<file path="config.mk">
export PLATFORM = sky130hd
export DESIGN_NAME = fet_control_discharge_config
export DESIGN_NICKNAME = d
export VERILOG_FILES = /design/src/design/fet_control_pkg.sv /design/src/design/fet_control_discharge_config.sv
export VERILOG_INCLUDE_DIRS = /design/src /design/src/design
export SDC_FILE = /design/constraint.sdc
export NUM_CORES = 1
export LEC_CHECK = 0
export ABC_AREA = 0
export ABC_CLOCK_PERIOD_IN_PS = 7100
export BUFFER_PORTS_ARGS = -buffer_cell sky130_fd_sc_hd__buf_4
export CELL_PAD_IN_SITES_DETAIL_PLACEMENT = 0
export CELL_PAD_IN_SITES_GLOBAL_PLACEMENT = 1
export CORE_AREA = 2 2 81 90
export DETAILED_ROUTE_END_ITERATION = 10
export DIE_AREA = 0 0 83 92
export PLACE_DENSITY_LB_ADDON = 0.1
export SYNTH_ARGS = -nofsm -noshare
export SYNTH_HDL_FRONTEND = slang
export SYNTH_SLANG_ARGS = --single-unit
</file>
<file path="constraint.sdc">
create_clock -name clk -period 7.1 [get_ports clk]
set_clock_uncertainty 0.15 [all_clocks]
set_input_delay 0.71 -clock clk [delete_from_list [all_inputs] [get_ports clk]]
set_output_delay 0.71 -clock clk [all_outputs]
set_load 0.01 [all_outputs]
</file>
<file path="src/design/fet_control_defines.svh">
// Offsets, bit positions, reset values and timing counts for the switch control block
`ifndef FET_CONTROL_DEFINES_SVH
`define FET_CONTROL_DEFINES_SVH

`define ADDR_POWER_SWITCH_CONTROL       8'h04
`define ADDR_DISCHARGE_PROTECTION_CFG   8'h05

`define BIT_FORCE_SLEEP                 7
`define BIT_LOAD_MONITOR_ENABLE         6
`define BIT_CHARGE_SWITCH_ON            1
`define BIT_DISCHARGE_SWITCH_ON         0
`define MASK_POWER_SWITCH_CONTROL       8'hc3

`define RESET_POWER_SWITCH_CONTROL      8'h00
`define RESET_DISCHARGE_PROTECTION_CFG  8'h00

`define CLK_FREQ_KHZ                    40000
`define OCD_BASE_TIME_MS                160
`define OCD_BASE_CYCLES                 (`OCD_BASE_TIME_MS * `CLK_FREQ_KHZ)
`define OCD_DIVIDE_SHIFT                6
`define OCD_CNT_WIDTH                   26

`endif

</file>
<file path="src/design/fet_control_pkg.sv">
// Types for the switch control and discharge protection registers
package fet_control_pkg;

    typedef struct packed {
        logic       force_sleep;
        logic       load_monitor_enable;
        logic [3:0] reserved;
        logic       charge_switch_on;
        logic       discharge_switch_on;
    } power_switch_control_t;

    typedef struct packed {
        logic       discharge_oc_autooff_disable;
        logic [1:0] discharge_oc_threshold;
        logic       short_autooff_disable;
        logic [1:0] short_threshold;
        logic [1:0] discharge_oc_delay;
    } discharge_protection_config_t;

    typedef struct packed {
        logic discharge_oc_detect;
        logic short_detect;
        logic charge_oc_fault;
        logic wake_event;
        logic status_read;
    } fault_inputs_t;

    typedef enum logic {
        ST_AWAKE,
        ST_ASLEEP
    } power_state_t;

endpackage

</file>
<file path="src/design/fet_control_discharge_config.sv">
// Switch control and discharge protection configuration registers
// Operation
// - Writing one to bit 7 of switch control forces sleep.
// - Forced sleep turns off both switch outputs and the regulator.
// - Forced sleep clears charge, discharge and all cell balance enables.
// - Force-sleep bit clears itself on wake.
// - Forced sleep leaves the analog output selection untouched.
// - Bit 6 switches the load voltage monitor on or off, software only.
// - Bit 1 drives the charge switch on or off.
// - Charge overcurrent clears charge bit unless its auto-off is disabled.
// - Bit 0 drives the discharge switch on or off.
// - Discharge overcurrent or short clears discharge bit unless disabled.
// - Bit 7 zero: discharge overcurrent turns switches off; one: untouched.
// - Discharge overcurrent always sets its flag and thermistor supply.
// - Bits 6:5 pick 0.10, 0.12, 0.14 or 0.16 V.
// - Bit 4 zero: short turns switches off; one: no turn-off.
// - Short always sets its flag and thermistor supply.
// - Bits 3:2 pick 0.20, 0.35, 0.65 or 1.20 V.
// - Bits 1:0 give 160, 320, 640 ms, divided 2.5, 5, 10 ms.
// - Registers keep contents in sleep, supply moved to bottom cell.
// - Divide bit set divides the discharge delay by 64.
// - Discharge overcurrent flag clears on status read once condition gone.
`timescale 1ns/1ps
`include "fet_control_defines.svh"

module fet_control_discharge_config #(
    parameter int OCD_BASE_CYCLES = `OCD_BASE_CYCLES,
    parameter int CNT_WIDTH       = `OCD_CNT_WIDTH
) (
    input  wire logic                          clk,
    input  wire logic                          sys_rst,
    input  wire logic [7:0]                    reg_addr,
    input  wire logic [7:0]                    reg_wdata,
    input  wire logic                          reg_wr,
    output logic [7:0]                         reg_rdata,
    input  wire fet_control_pkg::fault_inputs_t faults,
    input  wire logic                          discharge_delay_divide,
    input  wire logic                          charge_oc_autooff_disable,
    output logic                               charge_switch_on,
    output logic                               discharge_switch_on,
    output logic                               regulator_enable,
    output logic                               load_voltage_monitor,
    output logic                               cell_balance_clear,
    output logic                               retention_supply_bottom_cell,
    output logic [1:0]                         discharge_oc_threshold_sel,
    output logic [1:0]                         short_threshold_sel,
    output logic                               discharge_overcurrent_flag,
    output logic                               short_circuit_flag,
    output logic                               thermistor_supply_out
);
    import fet_control_pkg::*;

    power_switch_control_t        ctrl;
    discharge_protection_config_t cfg;
    power_state_t                 state;
    logic [CNT_WIDTH-1:0]         ocd_cnt;
    logic [CNT_WIDTH-1:0]         ocd_limit;
    logic                         ocd_fault;
    logic                         sleep_req;
    logic                         wr_ctrl;
    logic                         wr_cfg;
    logic                         auto_off;
    logic [CNT_WIDTH-1:0]         det_run;
    logic [CNT_WIDTH-1:0]         exp_limit;

    // Elaboration range check
    if (OCD_BASE_CYCLES < 64 || CNT_WIDTH > 31
        || (longint'(OCD_BASE_CYCLES) * 4) >= (64'h1 << CNT_WIDTH))
    begin : g_range_check
        $error("OCD_BASE_CYCLES or CNT_WIDTH out of range");
    end

    // =====================================================
    // Delay decode
    function automatic logic [CNT_WIDTH-1:0] delay_cycles(input logic [1:0] code,
                                                          input logic       divide);
        logic [CNT_WIDTH-1:0] base;
        base = CNT_WIDTH'(OCD_BASE_CYCLES);
        case (code)
            2'h0:    delay_cycles = base;
            2'h1:    delay_cycles = base << 1;
            default: delay_cycles = base << 2;
        endcase
        if (divide)
            delay_cycles = delay_cycles >> `OCD_DIVIDE_SHIFT;
    endfunction

    assign ocd_limit = delay_cycles(cfg.discharge_oc_delay, discharge_delay_divide);

    // =====================================================
    // Register access
    // Full byte writes
    assign wr_ctrl   = reg_wr && reg_addr == `ADDR_POWER_SWITCH_CONTROL;
    assign wr_cfg    = reg_wr && reg_addr == `ADDR_DISCHARGE_PROTECTION_CFG;
    assign sleep_req = wr_ctrl && reg_wdata[`BIT_FORCE_SLEEP];

    always_comb
    begin
        case (reg_addr)
            `ADDR_POWER_SWITCH_CONTROL:     reg_rdata = ctrl & `MASK_POWER_SWITCH_CONTROL;
            `ADDR_DISCHARGE_PROTECTION_CFG: reg_rdata = cfg;
            default:                        reg_rdata = 8'h00;
        endcase
    end

    // =====================================================
    // Overcurrent qualification
    always_ff @(posedge clk or posedge sys_rst)
    begin
        if (sys_rst)
            ocd_cnt <= '0;
        else if (!faults.discharge_oc_detect)
            ocd_cnt <= '0;
        else if (ocd_cnt < ocd_limit)
            ocd_cnt <= ocd_cnt + 1'b1;
    end

    assign ocd_fault = faults.discharge_oc_detect && ocd_cnt == ocd_limit - 1'b1;

    assign auto_off = (ocd_fault && !cfg.discharge_oc_autooff_disable)
                   || (faults.short_detect && !cfg.short_autooff_disable);

    // =====================================================
    // Configuration register
    // Held through sleep
    always_ff @(posedge clk or posedge sys_rst)
    begin
        if (sys_rst)
            cfg <= `RESET_DISCHARGE_PROTECTION_CFG;
        else if (wr_cfg)
            cfg <= reg_wdata;
    end

    // =====================================================
    // Switch control register
    always_ff @(posedge clk or posedge sys_rst)
    begin
        if (sys_rst)
            ctrl <= `RESET_POWER_SWITCH_CONTROL;
        else
        begin
            if (wr_ctrl)
            begin
                ctrl.load_monitor_enable <= reg_wdata[`BIT_LOAD_MONITOR_ENABLE];
                ctrl.charge_switch_on    <= reg_wdata[`BIT_CHARGE_SWITCH_ON];
                ctrl.discharge_switch_on <= reg_wdata[`BIT_DISCHARGE_SWITCH_ON];
                if (reg_wdata[`BIT_FORCE_SLEEP])
                    ctrl.force_sleep <= 1'b1;
            end
            ctrl.reserved <= 4'h0;
            if (faults.charge_oc_fault && !charge_oc_autooff_disable)
                ctrl.charge_switch_on <= 1'b0;
            if (auto_off)
            begin
                ctrl.charge_switch_on    <= 1'b0;
                ctrl.discharge_switch_on <= 1'b0;
            end
            if (sleep_req)
            begin
                ctrl.charge_switch_on    <= 1'b0;
                ctrl.discharge_switch_on <= 1'b0;
            end
            if (state == ST_ASLEEP && faults.wake_event)
                ctrl.force_sleep <= 1'b0;
        end
    end

    // =====================================================
    // Power state
    always_ff @(posedge clk or posedge sys_rst)
    begin
        if (sys_rst)
            state <= ST_AWAKE;
        else
        begin
            case (state)
                ST_AWAKE:  if (sleep_req) state <= ST_ASLEEP;
                ST_ASLEEP: if (faults.wake_event) state <= ST_AWAKE;
                default:   state <= ST_AWAKE;
            endcase
        end
    end

    always_ff @(posedge clk or posedge sys_rst)
    begin
        if (sys_rst)
            cell_balance_clear <= 1'b0;
        else
            cell_balance_clear <= sleep_req;
    end

    // =====================================================
    // Fault flags
    always_ff @(posedge clk or posedge sys_rst)
    begin
        if (sys_rst)
            discharge_overcurrent_flag <= 1'b0;
        else if (ocd_fault)
            discharge_overcurrent_flag <= 1'b1;
        else if (faults.status_read && !faults.discharge_oc_detect)
            discharge_overcurrent_flag <= 1'b0;
    end

    always_ff @(posedge clk or posedge sys_rst)
    begin
        if (sys_rst)
            short_circuit_flag <= 1'b0;
        else if (faults.short_detect)
            short_circuit_flag <= 1'b1;
        else if (faults.status_read)
            short_circuit_flag <= 1'b0;
    end

    // =====================================================
    // Outputs
    // Thermistor supply
    assign thermistor_supply_out = discharge_overcurrent_flag || short_circuit_flag;
    assign charge_switch_on      = ctrl.charge_switch_on && state == ST_AWAKE;
    assign discharge_switch_on   = ctrl.discharge_switch_on && state == ST_AWAKE;
    assign regulator_enable      = state == ST_AWAKE;
    assign retention_supply_bottom_cell = state == ST_ASLEEP;
    assign load_voltage_monitor  = ctrl.load_monitor_enable;
    assign discharge_oc_threshold_sel = cfg.discharge_oc_threshold;
    assign short_threshold_sel        = cfg.short_threshold;

    // =====================================================
    // Assertions
    // Delay reference
    always_ff @(posedge clk or posedge sys_rst)
    begin
        if (sys_rst)
            det_run <= '0;
        else if (!faults.discharge_oc_detect)
            det_run <= '0;
        else if (det_run != '1)
            det_run <= det_run + 1'b1;
    end

    assign exp_limit = (CNT_WIDTH'(OCD_BASE_CYCLES)
                        << (cfg.discharge_oc_delay == 2'h0 ? 0
                            : cfg.discharge_oc_delay == 2'h1 ? 1 : 2))
                       >> (discharge_delay_divide ? `OCD_DIVIDE_SHIFT : 0);
endmodule

</file>
Word level (Yosys, flattened, before mapping). Index checks and enable logic that the tools add are counted.

Bits in registers: 42. Output and inout port bits: 21. Input bits: 26.

Bitwise gates (word level): 1. Reductions and logical operators: 25. Magnitude comparators: 1. Eq/ne operators: 5. Multiplexer cells: 19. $add $sub $neg: 2.

Operator list (number): 2-to-1 mux 26 bit (2); case mux 25 bit (2 select lines) (1); adder 26 x 1 -> 26 bit, second input constant (1); == test 26 bit (1); < comparator 26 bit (1); subtractor 26 x 1 -> 26 bit, second input constant (1); 2-to-1 mux 25 bit (1); == test 8 x 3 -> 1 bit, second input constant (2); case mux 8 bit (2 select lines) (1); logical AND 1 bit (11); 2-to-1 mux 1 bit (9); 2-to-1 mux 2 bit (4); nonzero test 2 bit (4); zero test 1 bit (4); nonzero test 4 bit (1); nonzero test 3 bit (1); == test 2 x 1 -> 1 bit, second input constant (1); zero test 2 bit (1); logical OR 1 bit (2); != test 2 x 1 -> 1 bit, second input constant (1); case mux 1 bit (2 select lines) (1); AND reduction 2 bit (1); inverter 1 bit (1).

Depth between registers and ports, before layout.
Depth in word-level cells: 10. Depth in mapped cells: 14. Gate-level depth less buffers: 10.

Worst setup path before layout. Ideal clock, no wire load.

Path type: input port to flip-flop. Start: input port discharge_delay_divide. End: register ocd_cnt[19]. Setup slack: 3562 ps. Arrival time: 3310 ps. Setup time: 78 ps. Data required time: 6872 ps. Stages on the path: 12. Path through: clkbuf_1 > buf_2 > clkbuf_1 > nand2_1 > ha_1 > o21ai_0 > a21oi_1 > o31a_1 > o31a_4 > buf_6 > or4_1 > a21oi_1.

Longest elaborated chain between the ends: 3.

RTL lines: from (decl) (RTL line fet_control_discharge_config.sv:37) `input wire logic discharge_delay_divide,`; 2-to-1 mux 25 bit (RTL line fet_control_discharge_config.sv:84) `if (divide)`; < comparator 26 bit (RTL line fet_control_discharge_config.sv:114) `else if (ocd_cnt < ocd_limit)`; != test 2 x 1 -> 1 bit (no line); to (signal assigned) (RTL line fet_control_discharge_config.sv:115) `ocd_cnt <= ocd_cnt + 1'b1;`; to (decl) (RTL line fet_control_discharge_config.sv:56) `logic [CNT_WIDTH-1:0] ocd_cnt;`.

No other way between the ends. A chain may end at the register's enable or synchronous reset.

Worst setup path after layout.
Start: register cfg[1] (netlist name). End: register ocd_cnt[9].

Longest elaborated chain between the ends: 5. Elaborated cells between the ends (all ways): 6.

RTL lines: from (decl) (RTL line fet_control_discharge_config.sv:54) `discharge_protection_config_t cfg;`; from (signal assigned) (RTL line fet_control_discharge_config.sv:129) `` cfg <= `RESET_DISCHARGE_PROTECTION_CFG; ``; from (signal assigned) (RTL line fet_control_discharge_config.sv:131) `cfg <= reg_wdata;`; == test 2 x 1 -> 1 bit or zero test 2 bit (tied branches); case mux 25 bit (2 select lines) * (RTL line fet_control_discharge_config.sv:79) `case (code)`; 2-to-1 mux 25 bit * (RTL line fet_control_discharge_config.sv:84); < comparator 26 bit * (RTL line fet_control_discharge_config.sv:114); != test 2 x 1 -> 1 bit (no line) *.

Every way passes the cells marked *; elsewhere a longest branch is shown, timed or not.

==> impl.org <==
** STA
- The worst path in the final design needs a cycle of 3.38 ns, including I/O delays and setup.
- Of the available clock period, the critical path in the final layout requires between 40 and 50%.
- Unrepaired setup endpoints after global routing :: false
- Number of max-slew violations in the final report :: 0
- Max_slew headroom :: ~63%
- Least-Margin Pin Slew :: 0.556 ns
- For the final routed database, the setup TNS stands at 0 ns.
- Final Hold Vio Count :: 0
- Total setup violations reported at the end of the flow :: 0
- Hold timing on the final database bottoms out at a slack of 0.362 ns.
- Static timing analysis puts the maximum clock frequency at 296 MHz.
- Worst setup slack after layout :: about 3.7 ns

** Global routing
- After global routing the overflow that remains totals 0.
- The via count of the first global-routing pass was 2671.
- Largest net degree at the start of global routing :: between 40 and 50
- The initial antenna violation count came to 0.
- Global-route wire length before repair :: 13000 µm
- Global Route Usage Sum :: 20.9%

** Yosys
- Synthesis produced a netlist with a net count of slightly below 400.
- Syn_area_per_cell :: 8.58 µm²
- Post-synth EDFFs :: 0
- For this run, asynchronously set or reset flops after synthesis account for 100%.
- Number of cells produced by synthesis :: 350
- Counting flops and latches in the post-synthesis netlist gives 42.
- Primary flip-flop cell chosen by synthesis mapping :: sky130_fd_sc_hd__dfrtp_1
- For this run, the number of Yosys warnings is 0.
- Summing every instance area after synthesis gives 3000 µm².
- Summing the sequential cell areas from Yosys gives roughly a third of the chip area.
- Distinct cell type count after synthesis :: 46

** Power and ir drop
- Power per standard cell area :: 135 nW/µm²
- In this run the static leakage power is 1.52 nW.
- IR analysis of the VDD net gives a maximum drop of just under 70 µV.
- Cell internal power dissipation :: approximately 0.00035 W
- Net switching power :: 0.000119 W
- In this run switching power makes up 25.6% of total power.
- Share of power burned in the clock network :: 33.8%
- Fraction of power consumed by sequential logic :: 53.6%
- Total power draw :: roughly 0.00046 W
- Combinational share of power :: 12.5%

** Critical path
- Most Frequent Cell on Critical Path :: sky130_fd_sc_hd__a21oi_1
- Cell Chain, Critical Path :: nand2b_1, nand2_1, ha_1, o21ai_0, a21oi_1, o31a_1, o31a_4, or4_1, a21oi_1
- On the worst path, the slowest cell contributes a delay of approximately 0.7 ns.
- Along the worst path, the maximum fanout reaches 44.
- Required arrival time at the worst endpoint :: 7.16 ns
- For the worst setup path, the data arrival time is between 3 and 4 ns.
- Classification of the worst setup path :: flip-flop to flip-flop
- The worst setup path is launched from a flip-flop.
- STA classifies the critical path endpoint as a flip-flop.
- Critical-path cell with the highest stage delay :: sky130_fd_sc_hd__dfrtp_1

** Clocking
- Gates resized during post-CTS repair numbered 0.
- Clock tree from TritonCTS :: done
- Post-CTS Setup Inserts :: 0
- Cts bufs inserted :: 5
- Number of levels in the clock H-tree :: 2
- Clock-pin slew was measured on the worst setup and hold paths at 0.07 ns.
- The clock reaches the later pin of the worst-skew pair after 0.30 ns.
- The number of hold buffers added after CTS was 0.
- Buffer type at the clock tree root :: sky130_fd_sc_hd__clkbuf_8
- For this design, the sink count on the clock tree is 42.
- The longest clock path from root to sink contains 2 buffers.

** Flow run
- Count of maximum capacitance violations :: 0

** Floorplan
- The die is between 80 and 90 µm wide.
- The floorplan has 32 rows.
- Effective utilization at floorplan :: about 44%
- After floorplanning, the core was sized to cover 6850 µm².
- In this run the count of I/O pins placed on the die edge is 47.
- The die is 92 µm tall.
- The die covers 7640 µm².

** Placement
- Prior to clock tree synthesis, the placed netlist has a worst setup slack of 3.59 ns.
- Detailed placement finished with a half-perimeter wire length of roughly 5600 µm.
- In this run the cell area measured after placement is between 3000 and 4000 µm².
- Routability congestion estimate from global placement :: just under 0.9
- In this run the tool buffered the top-level ports with 46 buffer cells.

** Detailed routing
- For this run, design rule violations remaining after detail routing come to 0.
- Starting DRC count in detailed routing :: around 120
- After detailed routing, the number of vias per cell comes to 5.88.
- Dividing the detail-routed wire length by the instance count gives 16.2 µm.
- First-pass iteration count of the detailed router :: 4
- In this run the remaining antenna-violating nets after routing total 0.
- For this block, the routed nets add up to about 7600 µm of wire.
- The final route contains 2748 vias.

** Min path
- Worst min path class :: flip-flop to flip-flop

** Layout
- 0 antenna diodes ended up in the layout.
- Summed area of non-filler cells in the final layout :: 3440 µm²
- Layout overhead on the synthesized area :: 14.6%
- Final-layout fill cell count :: 684
- In the final layout, the share of cells above drive strength 1 is 16.8%.
- The library cell used most frequently in the layout, excluding fill and tap cells, is sky130_fd_sc_hd__buf_4.
- Commonest cells after routing, fill and taps aside :: sky130_fd_sc_hd__buf_4 (47), sky130_fd_sc_hd__dfrtp_1 (42), sky130_fd_sc_hd__a21oi_1 (34), sky130_fd_sc_hd__nand2_1 (28), sky130_fd_sc_hd__o21ai_0 (23)
- The net count of the finished layout is 429.

** Run status
- Result of the run :: finished clean
## cell usage after synthesis, types with 2 or more instances
| library cell | count | area, µm² |
|---|---|---|
| sky130_fd_sc_hd__nor2b_1 | 3 | 18.8 |
| sky130_fd_sc_hd__or4_1 | 9 | 67.6 |
| sky130_fd_sc_hd__nor4b_1 | 2 | 17.5 |
| sky130_fd_sc_hd__o311ai_0 | 2 | 17.5 |
| sky130_fd_sc_hd__o221ai_1 | 2 | 17.5 |
| sky130_fd_sc_hd__dfrtp_1 | 42 | 1050 |
| sky130_fd_sc_hd__and3_1 | 13 | 81.3 |
| sky130_fd_sc_hd__nor3b_1 | 6 | 45.0 |
| sky130_fd_sc_hd__a21oi_1 | 34 | 170 |
| sky130_fd_sc_hd__or2_2 | 2 | 12.5 |
| sky130_fd_sc_hd__clkbuf_1 | 15 | 56.3 |
| sky130_fd_sc_hd__inv_1 | 12 | 45.0 |
| sky130_fd_sc_hd__nor2_1 | 18 | 67.6 |
| sky130_fd_sc_hd__mux2i_1 | 9 | 90.1 |
| sky130_fd_sc_hd__nand2_1 | 28 | 105 |
| sky130_fd_sc_hd__nand2b_1 | 12 | 75.1 |
| sky130_fd_sc_hd__nor4_1 | 2 | 12.5 |
| sky130_fd_sc_hd__a21o_1 | 2 | 15.0 |
| sky130_fd_sc_hd__ha_1 | 20 | 250 |
| sky130_fd_sc_hd__buf_4 | 4 | 30.0 |
| sky130_fd_sc_hd__nand4_1 | 9 | 56.3 |
| sky130_fd_sc_hd__o31a_1 | 2 | 17.5 |
| sky130_fd_sc_hd__o41ai_1 | 2 | 17.5 |
| sky130_fd_sc_hd__and2_1 | 3 | 18.8 |
| sky130_fd_sc_hd__nand3b_1 | 3 | 22.5 |
| sky130_fd_sc_hd__o31ai_1 | 9 | 67.6 |
| sky130_fd_sc_hd__a31oi_1 | 2 | 12.5 |
| sky130_fd_sc_hd__nand3_1 | 14 | 70.1 |
| sky130_fd_sc_hd__mux2_2 | 8 | 90.1 |
| sky130_fd_sc_hd__nor3_1 | 7 | 35.0 |
| sky130_fd_sc_hd__xnor2_1 | 4 | 35.0 |
| sky130_fd_sc_hd__o21ai_0 | 23 | 115 |
| sky130_fd_sc_hd__or3_1 | 14 | 87.6 |
## cells by family (layout without fill, tap and decap cells)
family                     after synthesis  in the layout  synth area share (%)
AOI/OAI and AO/OA                       84             84                  16.9
xor gates and xnor gates                 4              4                  1.17
adders and majority gates               20             20                  8.33
buffers and inverters                   34             66                  5.04
DFF                                     42             42                  35.0
muxes                                   17             17                  6.00
and+or+nand+nor                        149            149                  27.5
## final timing paths
check / from / end / slack [ns] / depth (start not counted)
setup / recovery: cfg[1] / ocd_cnt[9] / 3.72 / 9
hold / removal: short_circuit_flag / short_circuit_flag / 0.36 / 1
setup reg to reg: cfg[1] / ocd_cnt[9] / 3.72 / 9
hold reg to reg: short_circuit_flag / short_circuit_flag / 0.36 / 1
max in group asynchronous: sys_rst / ocd_cnt[10] / 6.03 / 3
min in group asynchronous: sys_rst / retention_supply_bottom_cell / 0.39 / 3
## layer usage
layer  vias to the layer above  track usage (%)  routed length, µm
met5                         -                0                  0
met4                         0             5.74                113
met1                      1309             26.8               3270
met3                        11             3.60                365
li1                       1350                -                  -
met2                        78             36.4               3810
## flip-flops by register name (all words and copies together) (netlist names)
register and count:
short_circuit_flag 1, cell_balance_clear 1, short_threshold_sel 2, ctrl 3, discharge_oc_threshold_sel 2, ocd_cnt 26
load_voltage_monitor 1, cfg 4, discharge_overcurrent_flag 1, retention_supply_bottom_cell 1
## metrics by stage
step | utilization [%] | std cells
finish | 50.3 | 467
global route | 50.3 | 467
CTS | 50.3 | 467
detailed placement | 49.1 | 461
global placement | 49.1 | 461
floorplan | - | 350
## critical path, delay by kind of cell (launching register included)
family / cells / cell delay (ns)
compound gates: 5 / 1.17
fa+ha+maj: 1 / 0.29
simple gates: 3 / 0.97
flops: 1 / 0.70
## cell type report
type	count	area, µm²	share of cell area, %
sequential	42	1050	30.5
multi-input combinational	274	1800	52.3
timing repair buffer	47	353	10.3
tap	85	106	3.09
inverter	13	48.8	1.42
clock buffer	6	82.6	2.40
## power by group through the flow
stage	clock network (W)	registers, W	logic, W
after floorplan	0	0.000251	0.0000384
after global placement	0	0.000254	0.0000585
after detailed placement	0	0.000254	0.0000591
after CTS	0.000163	0.000249	0.0000594
after global routing	0.000172	0.000250	0.0000663
final	0.000157	0.000249	0.0000581
Power figures use the tool's default switching activity.
